[src/logic/sadc_defines.vh]
// sadc_defines.vh: register map, field positions, reset values and timing for the converter control
// assumes: included by the converter control design, monitor and bench files
`ifndef SADC_DEFINES_VH
`define SADC_DEFINES_VH
// ==========================================================================
// register byte addresses (word aligned index times four)
`define SADC_IDX_MODE 16'hff80
`define SADC_IDX_CHAN 16'hff81
`define SADC_IDX_RESULT 16'hff18
`define SADC_ADDR_MODE 18'h3fe00
`define SADC_ADDR_CHAN 18'h3fe04
`define SADC_ADDR_RESULT 18'h3fc60
`define SADC_ADDR_STATUS 18'h3fc64
// ==========================================================================
// mode and channel register fields and reset values
`define SADC_MODE_RUN 7
`define SADC_MODE_SRC 6
`define SADC_MODE_TIME_HI 5
`define SADC_MODE_TIME_LO 3
`define SADC_MODE_EDGE_HI 2
`define SADC_MODE_EDGE_LO 1
`define SADC_CHAN_HI 2
`define SADC_MODE_RST 8'h00
`define SADC_CHAN_RST 8'h00
// ==========================================================================
// conversion lengths in system clock cycles
`define SADC_CYC_144 8'h90
`define SADC_CYC_120 8'h78
`define SADC_CYC_96 8'h60
`define SADC_CYC_72 8'h48
`define SADC_CYC_60 8'h3c
`define SADC_CYC_48 8'h30
// sampling share is one eighth of the conversion
`define SADC_SAMPLE_SHIFT 3
`endif

[src/logic/sadc_sync3.v]
// sadc_sync3.v: three-stage synchroniser with agreement filter
// assumes: single clock, synchronous active-high reset
module sadc_sync3 (
  // clock and reset
  input wire i_ref_clk,
  input wire i_srst,
  // asynchronous level in, filtered level out
  input wire i_async,
  output wire o_level
);
  reg s1_ff;
  reg s2_ff;
  reg s3_ff;
  reg level_ff;
  // ==========================================================================
  // shift chain; level changes once stages two and three agree
  always @(posedge i_ref_clk) begin
    if (i_srst) begin
      s1_ff <= 1'b0;
      s2_ff <= 1'b0;
      s3_ff <= 1'b0;
      level_ff <= 1'b0;
    end else begin
      s1_ff <= i_async;
      s2_ff <= s1_ff;
      s3_ff <= s2_ff;
      if (s2_ff == s3_ff) begin
        level_ff <= s3_ff;
      end
    end
  end
  assign o_level = level_ff;
endmodule // sadc_sync3

[src/logic/sadc_trig_edge.v]
// sadc_trig_edge.v: qualifies a synchronised trigger level by the edge field
// assumes: input already synchronised to i_ref_clk
`include "sadc_defines.vh"
module sadc_trig_edge (
  // clock and reset
  input wire i_ref_clk,
  input wire i_srst,
  // synchronised level and edge field
  input wire i_level,
  input wire [1:0] i_edge_sel,
  // one-cycle start pulse
  output wire o_pulse
);
  reg prev_ff;
  wire rise;
  wire fall;
  // ==========================================================================
  // previous level for edge detection
  always @(posedge i_ref_clk) begin
    if (i_srst) begin
      prev_ff <= 1'b0;
    end else begin
      prev_ff <= i_level;
    end
  end
  assign rise = i_level & ~prev_ff;
  assign fall = ~i_level & prev_ff;
  // edge code 01 fall, 10 rise, 11 both, 00 none
  assign o_pulse = (i_edge_sel[1] & rise) | (i_edge_sel[0] & fall);
endmodule // sadc_trig_edge

[src/logic/sadc_ctrl.v]
// sadc_ctrl.v: control for an eight-channel 10-bit successive-approximation converter
// assumes: AHB-Lite single word transfers, analogue comparator on i_cmp_high, one 10 MHz clock
// Operation
// - mode bit 7 halts or enables conversion
// - mode bit 6 selects software or trigger start
// - time field sets 144 to 48 cycles
// - edge field selects none, fall, rise, both
// - channel low three bits select input
// - reset clears mode and channel registers
// - sample fixed interval, then hold until done
// - first trial bit 9 at half reference
// - bit 8 trial at quarter taps
// - down to bit 0, store, pulse interrupt
// - software mode converts back to back
// - mode or channel write aborts, restarts
// - hardware mode waits for qualified trigger
// - one conversion per trigger edge
// - channel write in hardware mode rewaits
// - clearing run stops conversion at once
// - result left-aligned 16 bits, low six zero
// - register write beats completion
// - triggers ignored during conversion
// - read first, then result update
`include "sadc_defines.vh"
module sadc_ctrl (
  // clock and reset
  input wire i_ref_clk,
  input wire i_srst,
  // ahb-lite slave
  input wire i_hsel,
  input wire [31:0] i_haddr,
  input wire [1:0] i_htrans,
  input wire i_hwrite,
  input wire [2:0] i_hsize,
  input wire [31:0] i_hwdata,
  input wire i_hready,
  output wire [31:0] o_hrdata,
  output wire o_hreadyout,
  output wire o_hresp,
  // trigger pin
  input wire i_ext_trigger,
  // analogue front end
  input wire i_cmp_high,
  output wire [2:0] o_chan_sel,
  output wire o_sample,
  output wire [9:0] o_tap_code,
  // completion event
  output wire o_conv_done_irq
);
  // controller states
  localparam ST_IDLE = 2'b00;
  localparam ST_WAIT = 2'b01;
  localparam ST_SAMPLE = 2'b10;
  localparam ST_TRIAL = 2'b11;

  // control, result and sequencing registers
  reg [7:0] mode_ff;
  reg [7:0] chan_ff;
  reg [9:0] result_ff;
  reg [9:0] sar_ff;
  reg [3:0] bit_ff;
  reg [1:0] state_ff;
  reg [7:0] cnt_ff;
  reg [4:0] step_ff;
  reg irq_ff;
  reg pend_ff;
  reg [9:0] pend_val_ff;
  reg [31:0] rdata_ff;
  reg aph_wr_ff;
  reg [17:0] aph_addr_ff;
  // combinational decode
  reg [1:0] nxt_state;
  reg [7:0] conv_len;
  reg [31:0] rd_mux;
  // trigger, bus decode and trial timing
  wire trig_level;
  wire trig_pulse;
  wire run;
  wire hw_mode;
  wire mode_wr;
  wire chan_wr;
  wire reg_wr;
  wire res_rd;
  wire aph_take;
  wire [7:0] sample_len;
  wire [4:0] trial_len;
  wire [9:0] trial_val;
  wire trial_end;
  wire conv_end;
  wire [9:0] final_val;
  wire [7:0] trial_span;
  wire sample_end;
  wire done_ok;

  // ==========================================================================
  // trigger synchroniser and edge qualifier
  // three-stage filter on the pin
  sadc_sync3 u_sync (
    .i_ref_clk(i_ref_clk),
    .i_srst(i_srst),
    .i_async(i_ext_trigger),
    .o_level(trig_level)
  );
  // one-cycle pulse per qualified edge
  sadc_trig_edge u_edge (
    .i_ref_clk(i_ref_clk),
    .i_srst(i_srst),
    .i_level(trig_level),
    .i_edge_sel(mode_ff[`SADC_MODE_EDGE_HI:`SADC_MODE_EDGE_LO]),
    .o_pulse(trig_pulse)
  );

  // ==========================================================================
  // bus slave: address phase capture, zero wait states
  // address phase accepted when selected, ready and the transfer is neither idle nor busy
  assign aph_take = i_hsel & i_hready & i_htrans[1];
  always @(posedge i_ref_clk) begin
    if (i_srst) begin
      aph_wr_ff <= 1'b0;
      aph_addr_ff <= 18'h00000;
    end else begin
      aph_wr_ff <= aph_take & i_hwrite;
      aph_addr_ff <= i_haddr[17:0];
    end
  end
  // data-phase write strobes
  assign mode_wr = aph_wr_ff & (aph_addr_ff == `SADC_ADDR_MODE);
  assign chan_wr = aph_wr_ff & (aph_addr_ff == `SADC_ADDR_CHAN);
  assign reg_wr = mode_wr | chan_wr;
  // read of result in its address phase
  assign res_rd = aph_take & ~i_hwrite & (i_haddr[17:0] == `SADC_ADDR_RESULT);
  // zero wait states, always okay
  assign o_hreadyout = 1'b1;
  assign o_hresp = 1'b0;
  assign o_hrdata = rdata_ff;

  // register chosen by the address phase; unmapped reads give zero
  always @* begin
    case (i_haddr[17:0])
      `SADC_ADDR_MODE: rd_mux = {24'h000000, mode_ff};
      `SADC_ADDR_CHAN: rd_mux = {29'h00000000, chan_ff[`SADC_CHAN_HI:0]};
      `SADC_ADDR_RESULT: rd_mux = {16'h0000, result_ff, 6'h00};
      `SADC_ADDR_STATUS: rd_mux = {30'h00000000, state_ff};
      default: rd_mux = 32'h00000000;
    endcase
  end
  // read data registered at address phase, so it stands in the data phase
  always @(posedge i_ref_clk) begin
    if (i_srst) begin
      rdata_ff <= 32'h00000000;
    end else if (aph_take & ~i_hwrite) begin
      rdata_ff <= rd_mux;
    end
  end

  // ==========================================================================
  // control registers
  always @(posedge i_ref_clk) begin
    if (i_srst) begin
      mode_ff <= `SADC_MODE_RST;
      chan_ff <= `SADC_CHAN_RST;
    end else begin
      if (mode_wr) begin
        mode_ff <= {i_hwdata[7:1], 1'b0};
      end
      if (chan_wr) begin
        chan_ff <= {5'h00, i_hwdata[`SADC_CHAN_HI:0]};
      end
    end
  end
  // decoded mode and channel fields
  assign run = mode_ff[`SADC_MODE_RUN];
  assign hw_mode = mode_ff[`SADC_MODE_SRC];
  assign o_chan_sel = chan_ff[`SADC_CHAN_HI:0];

  // ==========================================================================
  // conversion length from time field; prohibited codes fall back to longest
  // time field is read live; software halts before changing it
  always @* begin
    case (mode_ff[`SADC_MODE_TIME_HI:`SADC_MODE_TIME_LO])
      3'h0: conv_len = `SADC_CYC_144;
      3'h1: conv_len = `SADC_CYC_120;
      3'h2: conv_len = `SADC_CYC_96;
      3'h4: conv_len = `SADC_CYC_72;
      3'h5: conv_len = `SADC_CYC_60;
      3'h6: conv_len = `SADC_CYC_48;
      default: conv_len = `SADC_CYC_144;
    endcase
  end
  // sampling takes one eighth, the rest split over ten trials
  assign sample_len = conv_len >> `SADC_SAMPLE_SHIFT;
  assign trial_span = (conv_len - sample_len) / 8'h0a;
  // longest trial is twelve cycles, so five bits hold it
  assign trial_len = trial_span[4:0];

  // ==========================================================================
  // state sequencing
  assign sample_end = (state_ff == ST_SAMPLE) & (cnt_ff == sample_len - 8'h01);
  assign trial_end = (state_ff == ST_TRIAL) & (step_ff == trial_len - 5'h01);
  assign conv_end = trial_end & (bit_ff == 4'h0);
  // next state; run clear and register writes override the sequence
  always @* begin
    nxt_state = state_ff;
    case (state_ff)
      ST_IDLE: begin
        if (run) begin
          nxt_state = hw_mode ? ST_WAIT : ST_SAMPLE;
        end
      end
      ST_WAIT: begin
        if (trig_pulse) begin
          nxt_state = ST_SAMPLE;
        end
      end
      ST_SAMPLE: begin
        if (sample_end) begin
          nxt_state = ST_TRIAL;
        end
      end
      ST_TRIAL: begin
        if (conv_end) begin
          nxt_state = hw_mode ? ST_WAIT : ST_SAMPLE;
        end
      end
      default: nxt_state = ST_IDLE;
    endcase
    // clearing run stops at once; writes abort and reinitialise
    if (!run) begin
      nxt_state = ST_IDLE;
    end else if (reg_wr) begin
      nxt_state = ST_IDLE;
    end
  end

  // trial value: current bit set on top of decided bits
  assign trial_val = sar_ff | (10'h001 << bit_ff);
  // keep the bit when the comparator reports input at or above the tap
  assign final_val = i_cmp_high ? trial_val : sar_ff;

  // state, counters and approximation value
  always @(posedge i_ref_clk) begin
    if (i_srst) begin
      state_ff <= ST_IDLE;
      cnt_ff <= 8'h00;
      step_ff <= 5'h00;
      bit_ff <= 4'h9;
      sar_ff <= 10'h000;
    end else begin
      state_ff <= nxt_state;
      if (nxt_state != state_ff) begin
        cnt_ff <= 8'h00;
        step_ff <= 5'h00;
      end else begin
        cnt_ff <= cnt_ff + 8'h01;
        step_ff <= (state_ff == ST_TRIAL) ? step_ff + 5'h01 : 5'h00;
      end
      if (state_ff != ST_TRIAL) begin
        bit_ff <= 4'h9;
        sar_ff <= 10'h000;
      end else if (trial_end) begin
        // keep bit when input at or above the tap
        sar_ff <= final_val;
        bit_ff <= bit_ff - 4'h1;
        step_ff <= 5'h00;
      end
    end
  end
  // front-end controls: sample level and trial tap
  assign o_sample = (state_ff == ST_SAMPLE);
  assign o_tap_code = (state_ff == ST_TRIAL) ? trial_val : 10'h000;

  // ==========================================================================
  // a completion counts only while running and with no register write
  assign done_ok = conv_end & run & ~reg_wr;
  // result store and completion pulse; a same-cycle result read delays update
  always @(posedge i_ref_clk) begin
    if (i_srst) begin
      result_ff <= 10'h000;
      irq_ff <= 1'b0;
      pend_ff <= 1'b0;
      pend_val_ff <= 10'h000;
    end else begin
      irq_ff <= done_ok;
      if (done_ok & res_rd) begin
        pend_ff <= 1'b1;
        pend_val_ff <= final_val;
      end else if (done_ok) begin
        result_ff <= final_val;
        pend_ff <= 1'b0;
      end else if (pend_ff) begin
        result_ff <= pend_val_ff;
        pend_ff <= 1'b0;
      end
    end
  end
  // completion pulse straight from its flop
  assign o_conv_done_irq = irq_ff;
endmodule // sadc_ctrl

[config.mk]
export PLATFORM = sky130hd
export DESIGN_NAME = sadc_ctrl
export DESIGN_NICKNAME = d
export VERILOG_FILES = /design/src/logic/sadc_sync3.v /design/src/logic/sadc_trig_edge.v /design/src/logic/sadc_ctrl.v
export VERILOG_INCLUDE_DIRS = /design/src /design/src/logic
export SDC_FILE = /design/constraint.sdc
export NUM_CORES = 1
export LEC_CHECK = 0
export ABC_AREA = 1
export BUFFER_PORTS_ARGS = -buffer_cell sky130_fd_sc_hd__clkbuf_2
export CAP_MARGIN = 10
export CORE_MARGIN = 5
export CORE_UTILIZATION = 40
export DETAILED_ROUTE_END_ITERATION = 7
export SLEW_MARGIN = 10
export SYNTH_ARGS = -nofsm -noshare
export SYNTH_HDL_FRONTEND = slang
export SYNTH_HIERARCHICAL = 1
export SYNTH_SLANG_ARGS = --single-unit
export TNS_END_PERCENT = 10
[constraint.sdc]
create_clock -name i_ref_clk -period 4.7 [get_ports i_ref_clk]
set_clock_uncertainty 0.05 [all_clocks]
set_input_delay 0.94 -clock i_ref_clk [delete_from_list [all_inputs] [get_ports i_ref_clk]]
set_output_delay 0.94 -clock i_ref_clk [all_outputs]
set_load 0.005 [all_outputs]
==> metrics.md, run 1 <==
| Metric | Value |
|---|---|
| Outcome | `finished, violations left` |
| Failing checks | `setup timing` |
| DRC | `0` |
| Reg area | `0.00203 mm^2` |
| Final hold vios | `0` |
| Most common cell after layout, fill and taps aside | `inv_1` |
| Slew Limit Fails | `0` |
| Max incr delay on CP | `0.40 ns` |
| Commonest non-fill, non-tap cells in the layout | `117 x inv_1, 98 x dfxtp_1, 83 x nand2_1` |
| Clk root buf | `clkbuf_16` |
| Nets@finish | `944` |
| Nature of the critical path endpoint | `flip-flop` |
| Multi-input logic area | `0.00302 mm^2` |
| Yosys cell types | `49` |
| DRT Wirelength | `13.4 mm` |
| Pin count of the biggest net entering global routing | `44` |
| Worst Hold Margin | `0.359 ns` |
| Post-synthesis async set-or-reset flop share | `0%` |
| CP required | `4.94 ns` |
| Max H-tree Level | `3` |
| Avg WL per Cell | `13.0 um` |
| Die Span X | `125 um` |
| Worst path most repeated cell | `nand2_2` |
| Initial antenna violation count | `0` |
| First-pass GRT wire length | `21.5 mm` |
| PortBufs | `64` |
| Clock tree buffer depth | `2` |
| Top Ports | `125` |
| Vias | `4870` |
| DRT iter0 DRCs | `231` |
| Core area | `0.0131 mm^2` |
| Grt ovf | `0` |
| RSZ-0062 raised after global routing | `yes` |
| Post-place instance area | `0.00608 mm^2` |
| Routed Antenna Nets | `0` |
| Die H | `125 um` |
| Full die area | `0.0156 mm^2` |
| Tot Pwr | `1.79 mW` |
| Final GP Congestion | `0.827` |
| Top FF cell, synth | `dfxtp_1` |
| Pre-CTS setup slack | `-0.304 ns` |
| Crit-path max FO | `6` |
| Max Fclk | `0.209 GHz` |
| Sequential fraction of the synthesis area | `38.2%` |
| Area grow syn2layout | `34.7%` |
| PwrDens | `252 mW/mm^2` |
| Slowest-stage cell, CP | `dfxtp_4` |
| CTS buffer count | `9` |
| Cts hold-fix bufs | `0` |
| GRT Overall Usage | `16.4%` |
| CTS sink count | `101` |
| CTS tree | `done` |
| Final Instance Area | `0.00712 mm^2` |
| HPWL Detailed | `9.40 mm` |
| Worst Path Arrival | `5.01 ns` |
| Worst Hold Class | `reg2reg` |
| Row count | `42` |
| # Max-Cap Violations | `0` |
| Clock Latency Late Sink | `0.35 ns` |
| EDFF count, synth | `0` |
| Final min period | `4.77 ns` |
| Initial DRT Pass Iterations | `5` |
| Total negative slack | `-0.746 ns` |
| Avg Cell Area, Syn | `7.33 um^2` |
| VDD IR max | `187 uV` |
| Final setup viols | `19` |
| FILL cells | `1185` |
| Inserted Diodes | `0` |
| Vias in the first global route | `4709` |
| Measured slew at the worst slew-check pin | `1.03 ns` |
| Yosys reg bits | `101` |
| Layout cell share with drive strength beyond 1 | `34.1%` |
| Vias/cell | `4.70` |
| Period utilization | `102%` |
| Setup ws final | `-0.0740 ns` |
| Initial Utilization | `40.4%` |
| Synth Instances | `721` |
| Netlist Area Pre-Place | `0.00529 mm^2` |
| LEAKAGE | `3.04 nW` |
| Crit Path Class | `reg2reg` |
| Worst-path clk slew | `0.07 ns` |
| Slew HR | `31.4%` |
| Startpoint Class | `flip-flop` |
| Synth warnings | `6` |
[final cells by class]
class / instances / share of cell area (%)
clock inverter: 6 / 1.56
sequential: 101 / 28.5
inverter: 134 / 7.18
multi-input combinational: 468 / 42.4
timing repair buffer: 141 / 14.0
clock buffer: 10 / 3.21
tap: 176 / 3.09
[logic make-up after synthesis]
| kind of cell | share of synthesized area [%] |
|---|---|
| other | 0.142 |
| xor gates and xnor gates | 3.29 |
| and+or+nand+nor | 26.7 |
| buffers and inverters | 13.6 |
| adders and majority gates | 3.08 |
| AOI/OAI and AO/OA | 15.0 |
| DFF | 38.2 |
[state kept, by name (all words and copies together) (netlist names)]
| name | cells |
|---|---|
| o_conv_done_irq | 1 |
| u_sync/s3_ff | 1 |
| o_hrdata | 16 |
| u_sync/s2_ff | 1 |
| u_sync/s1_ff | 1 |
| step_ff | 5 |
| aph_addr_ff | 18 |
| result_ff | 10 |
| sar_ff | 10 |
| u_sync/o_level | 1 |
| bit_ff | 4 |
| aph_wr_ff | 1 |
| mode_ff | 7 |
| pend_ff | 1 |
| state_ff | 2 |
| pend_val_ff | 10 |
| cnt_ff | 8 |
| chan_ff | 3 |
| u_edge/prev_ff | 1 |
[critical path: cells and delay by family, from the launching register on]
kind,cells,cell delay (ns)
buffers and inverters,7,0.64
flip-flops,1,0.40
AND/OR/NAND/NOR,26,2.65
XOR/XNOR,3,0.57
adder cells (fa/ha/maj),2,0.39
[synthesized netlist by cell type (all sizes together) (2+ instances only)]
| cell | count | area share, % |
|---|---|---|
| o21ai | 55 | 5.3 |
| xor2 | 11 | 2.0 |
| nor2 | 85 | 7.6 |
| nand4 | 12 | 1.7 |
| clkbuf | 13 | 0.92 |
| buf | 22 | 3.1 |
| conb | 2 | 0.14 |
| xnor2 | 8 | 1.3 |
| inv | 132 | 9.4 |
| nor4b | 2 | 0.33 |
| nor3 | 7 | 0.76 |
| ha | 13 | 3.1 |
| or2 | 3 | 0.35 |
| nor4 | 6 | 0.99 |
| nand2 | 115 | 9.1 |
| a31oi | 2 | 0.24 |
| dfxtp | 101 | 38 |
| a211oi | 13 | 1.8 |
| clkinv | 2 | 0.17 |
| o21bai | 2 | 0.28 |
| o211ai | 2 | 0.28 |
| nand3 | 47 | 5.5 |
| a21oi | 58 | 6.2 |
[per-stage QoR]
step / instances / utilization [%]
global placement: 994 / 46.4
detailed placement: 994 / 46.4
CTS: 1025 / 51.9
finish: 1036 / 54.4
global route: 1036 / 54.4
floorplan: 737 / -
[metal layers]
metal,global-route usage [%],up-vias,part of all wire [%]
li1,-,2538,-
met1,20.8,2221,47
met2,27.5,93,47
met3,4.61,18,4.6
met4,4.59,0,1.5
met5,0,-,0
[power breakdown]
part / switching [mW] / total [mW] / internal, mW
registers: 0.00773 / 0.874 / 0.866
clock network: 0.323 / 0.843 / 0.520
logic: 0.0464 / 0.0768 / 0.0304
total: 0.377 / 1.79 / 1.42
[worst paths after layout]
check                                             start                      end  slack [ns]  cells after the start
worst max-delay path            mode_ff[4]$_SDFFE_PP0P_     cnt_ff[2]$_SDFF_PP0_       -0.07                     38
worst min-delay path            u_sync/s1_ff$_SDFF_PP0_  u_sync/s2_ff$_SDFF_PP0_        0.36                      2
worst max register to register  mode_ff[4]$_SDFFE_PP0P_     cnt_ff[2]$_SDFF_PP0_       -0.07                     38
worst min register to register  u_sync/s1_ff$_SDFF_PP0_  u_sync/s2_ff$_SDFF_PP0_        0.36                      2
[what timing repair did]
item	4_1_cts	5_1_grt
gates cloned	4	0
endpoints found under the hold margin	0	0
pin swaps	11	35
gates resized for setup	55	68
endpoints found under the setup margin	46	50
setup buffers	11	11
Note: power is estimated with default switching activity, not from simulation.
==> inputs of run 2 (changes only) <==
CORE_ASPECT_RATIO = 2   (was not set)
==> run 2 against run 1 <==
Effect of this change: the run still ends with setup timing left; first-iteration DRC count decreased by 20%; die area increased by 0.89%; sequential power about the same; clock power decreased by 15%; largest power group unchanged.
==> metrics.md, run 2 (synthesis gave the netlist of run 1 again) <==
| Metric | Value |
|---|---|
| Largest Register | `aph_addr_ff` |
| Final setup viols | `45` |
| Grt ovf | `0` |
| Vias in the first global route | `5207` |
| Most common cell after layout, fill and taps aside | `inv_1` |
| Final Instance Area | `0.00719 mm^2` |
| DRT Wirelength | `14.2 mm` |
| Max Fclk | `0.204 GHz` |
| Commonest non-fill, non-tap cells in the layout | `116 x inv_1, 98 x dfxtp_1, 80 x nand2_1` |
| Top Ports | `125` |
| Initial DRT Pass Iterations | `4` |
| Worst Hold Class | `reg2reg` |
| Clock tree buffer depth | `2` |
| Initial Utilization | `40.7%` |
| FILL cells | `1218` |
| Vias | `5062` |
| Power Internal | `1.28 mW` |
| Cts hold-fix bufs | `0` |
| Slew Limit Fails | `0` |
| Sw power | `389 uW` |
| Inst Count DP | `974` |
| Vias/cell | `4.96` |
| Max incr delay on CP | `0.41 ns` |
| Full die area | `0.0158 mm^2` |
| Failing checks | `setup timing` |
| Measured slew at the worst slew-check pin | `1.19 ns` |
| PwrDens | `232 mW/mm^2` |
| Row count | `59` |
| Crit Path Class | `reg2reg` |
| CTS tree | `done` |
| Pin count of the biggest net entering global routing | `44` |
| VDD IR max | `260 uV` |
| Tot Pwr | `1.67 mW` |
| Final min period | `4.91 ns` |
| Worst-path clk slew | `0.07 ns` |
| Final hold vios | `0` |
| Outcome | `finished, violations left` |
| Post-route insts no fill | `1021` |
| Core area | `0.0130 mm^2` |
| LEAKAGE | `3.10 nW` |
| Clk root buf | `clkbuf_16` |
| Clock power share | `42.8%` |
| First-pass GRT wire length | `23.5 mm` |
| DRT iter0 DRCs | `185` |
| Setup ws final | `-0.206 ns` |
| Seq pwr share | `52.5%` |
| Max H-tree Level | `3` |
| Nets@finish | `953` |
| Avg WL per Cell | `13.9 um` |
| Final Util | `55.4%` |
| Max reg flops | `18` |
| Clock Latency Late Sink | `0.34 ns` |
| Period utilization | `104%` |
| Inserted Diodes | `0` |
| Slew HR | `20.5%` |
| CTS sink count | `101` |
| RSZ-0062 raised after global routing | `yes` |
| Nature of the critical path endpoint | `flip-flop` |
| CTS buffer count | `9` |
| Layout cell share with drive strength beyond 1 | `35.7%` |
| Area grow syn2layout | `36.1%` |
| Pre-CTS setup slack | `-0.377 ns` |
| Initial antenna violation count | `0` |
| CP required | `4.93 ns` |
| Final GP Congestion | `0.850` |
| HPWL Detailed | `10.4 mm` |
| Slowest-stage cell, CP | `dfxtp_4` |
| Comb power frac | `4.7%` |
| PortBufs | `64` |
| Startpoint Class | `flip-flop` |
| Routed Antenna Nets | `0` |
| Post-place instance area | `0.00610 mm^2` |
| DRC | `0` |
| # Max-Cap Violations | `0` |
| Die H | `173 um` |
| Crit-path max FO | `5` |
| Die Span X | `91.3 um` |
| GRT Overall Usage | `17.9%` |
| Sw Share | `23.3%` |
| Worst Path Arrival | `5.13 ns` |
| Worst path most repeated cell | `nor2_4` |
run 2: changes by cell type in the layout (fill, tap and decap cells not counted), moves of 3 or more:
cell,previous run,this run
buf_12,1,6
nand2_1,83,80
buf_4,66,73
nand3_2,9,5
bufinv_16,3,0
o21ai_2,4,8
o21ai_0,30,38
o21ai_1,19,6
run 2: per-stage QoR:
stage               hold WS [ns]  setup TNS (ns)
floorplan                  0.338               0
global placement           0.377           -7.54
detailed placement         0.378          -12.20
CTS                        0.384           -3.65
global route               0.398          -20.73
finish                     0.380           -5.77
run 2: final timing paths:
kind	start	to	slack [ns]	depth (start not counted)
max reg2reg	mode_ff[4]$_SDFFE_PP0P_	result_ff[4]$_SDFFE_PP0P_	-0.21	36
max	mode_ff[4]$_SDFFE_PP0P_	result_ff[4]$_SDFFE_PP0P_	-0.21	36
min reg2reg	u_sync/s1_ff$_SDFF_PP0_	u_sync/s2_ff$_SDFF_PP0_	0.38	2
min	u_sync/s1_ff$_SDFF_PP0_	u_sync/s2_ff$_SDFF_PP0_	0.38	2
run 2: cell type report:
class | count | area [um^2] | area share, %
timing repair buffer | 151 | 1120 | 15.6
tap | 152 | 190 | 2.64
clock inverter | 5 | 43.8 | 0.609
sequential | 101 | 2030 | 28.2
inverter | 134 | 514 | 7.15
multi-input combinational | 467 | 3050 | 42.4
clock buffer | 11 | 243 | 3.37
run 2: power by group through the flow:
stage	Combinational (mW)	Sequential [mW]	Clock, mW
floorplan	0.0542	0.893	0
global placement	0.0695	0.895	0
detailed placement	0.0707	0.896	0
CTS	0.0754	0.875	0.729
global route	0.0892	0.876	0.760
finish	0.0781	0.875	0.714
run 2: repair_timing:
action	4_1_cts	5_1_grt
gates resized for setup	60	64
pin swaps	24	42
setup endpoints to repair	49	51
setup buffers	21	7
gates cloned	3	0
run 2: critical path, delay by kind of cell (launching register included):
| family | cells | cell delay (ns) |
|---|---|---|
| simple gates | 19 | 2.00 |
| buf+inv | 9 | 0.94 |
| compound gates | 4 | 0.61 |
| fa+ha+maj | 2 | 0.46 |
| flops | 1 | 0.41 |
| xor+xnor | 2 | 0.33 |
run 2: per-layer routing:
metal | GRT usage, % | vias to the layer above | part of all wire, %
li1 | - | 2552 | -
met1 | 18.0 | 2374 | 37
met2 | 35.2 | 100 | 57
met3 | 2.70 | 36 | 3.0
met4 | 6.98 | 0 | 3.1
met5 | 0 | - | 0
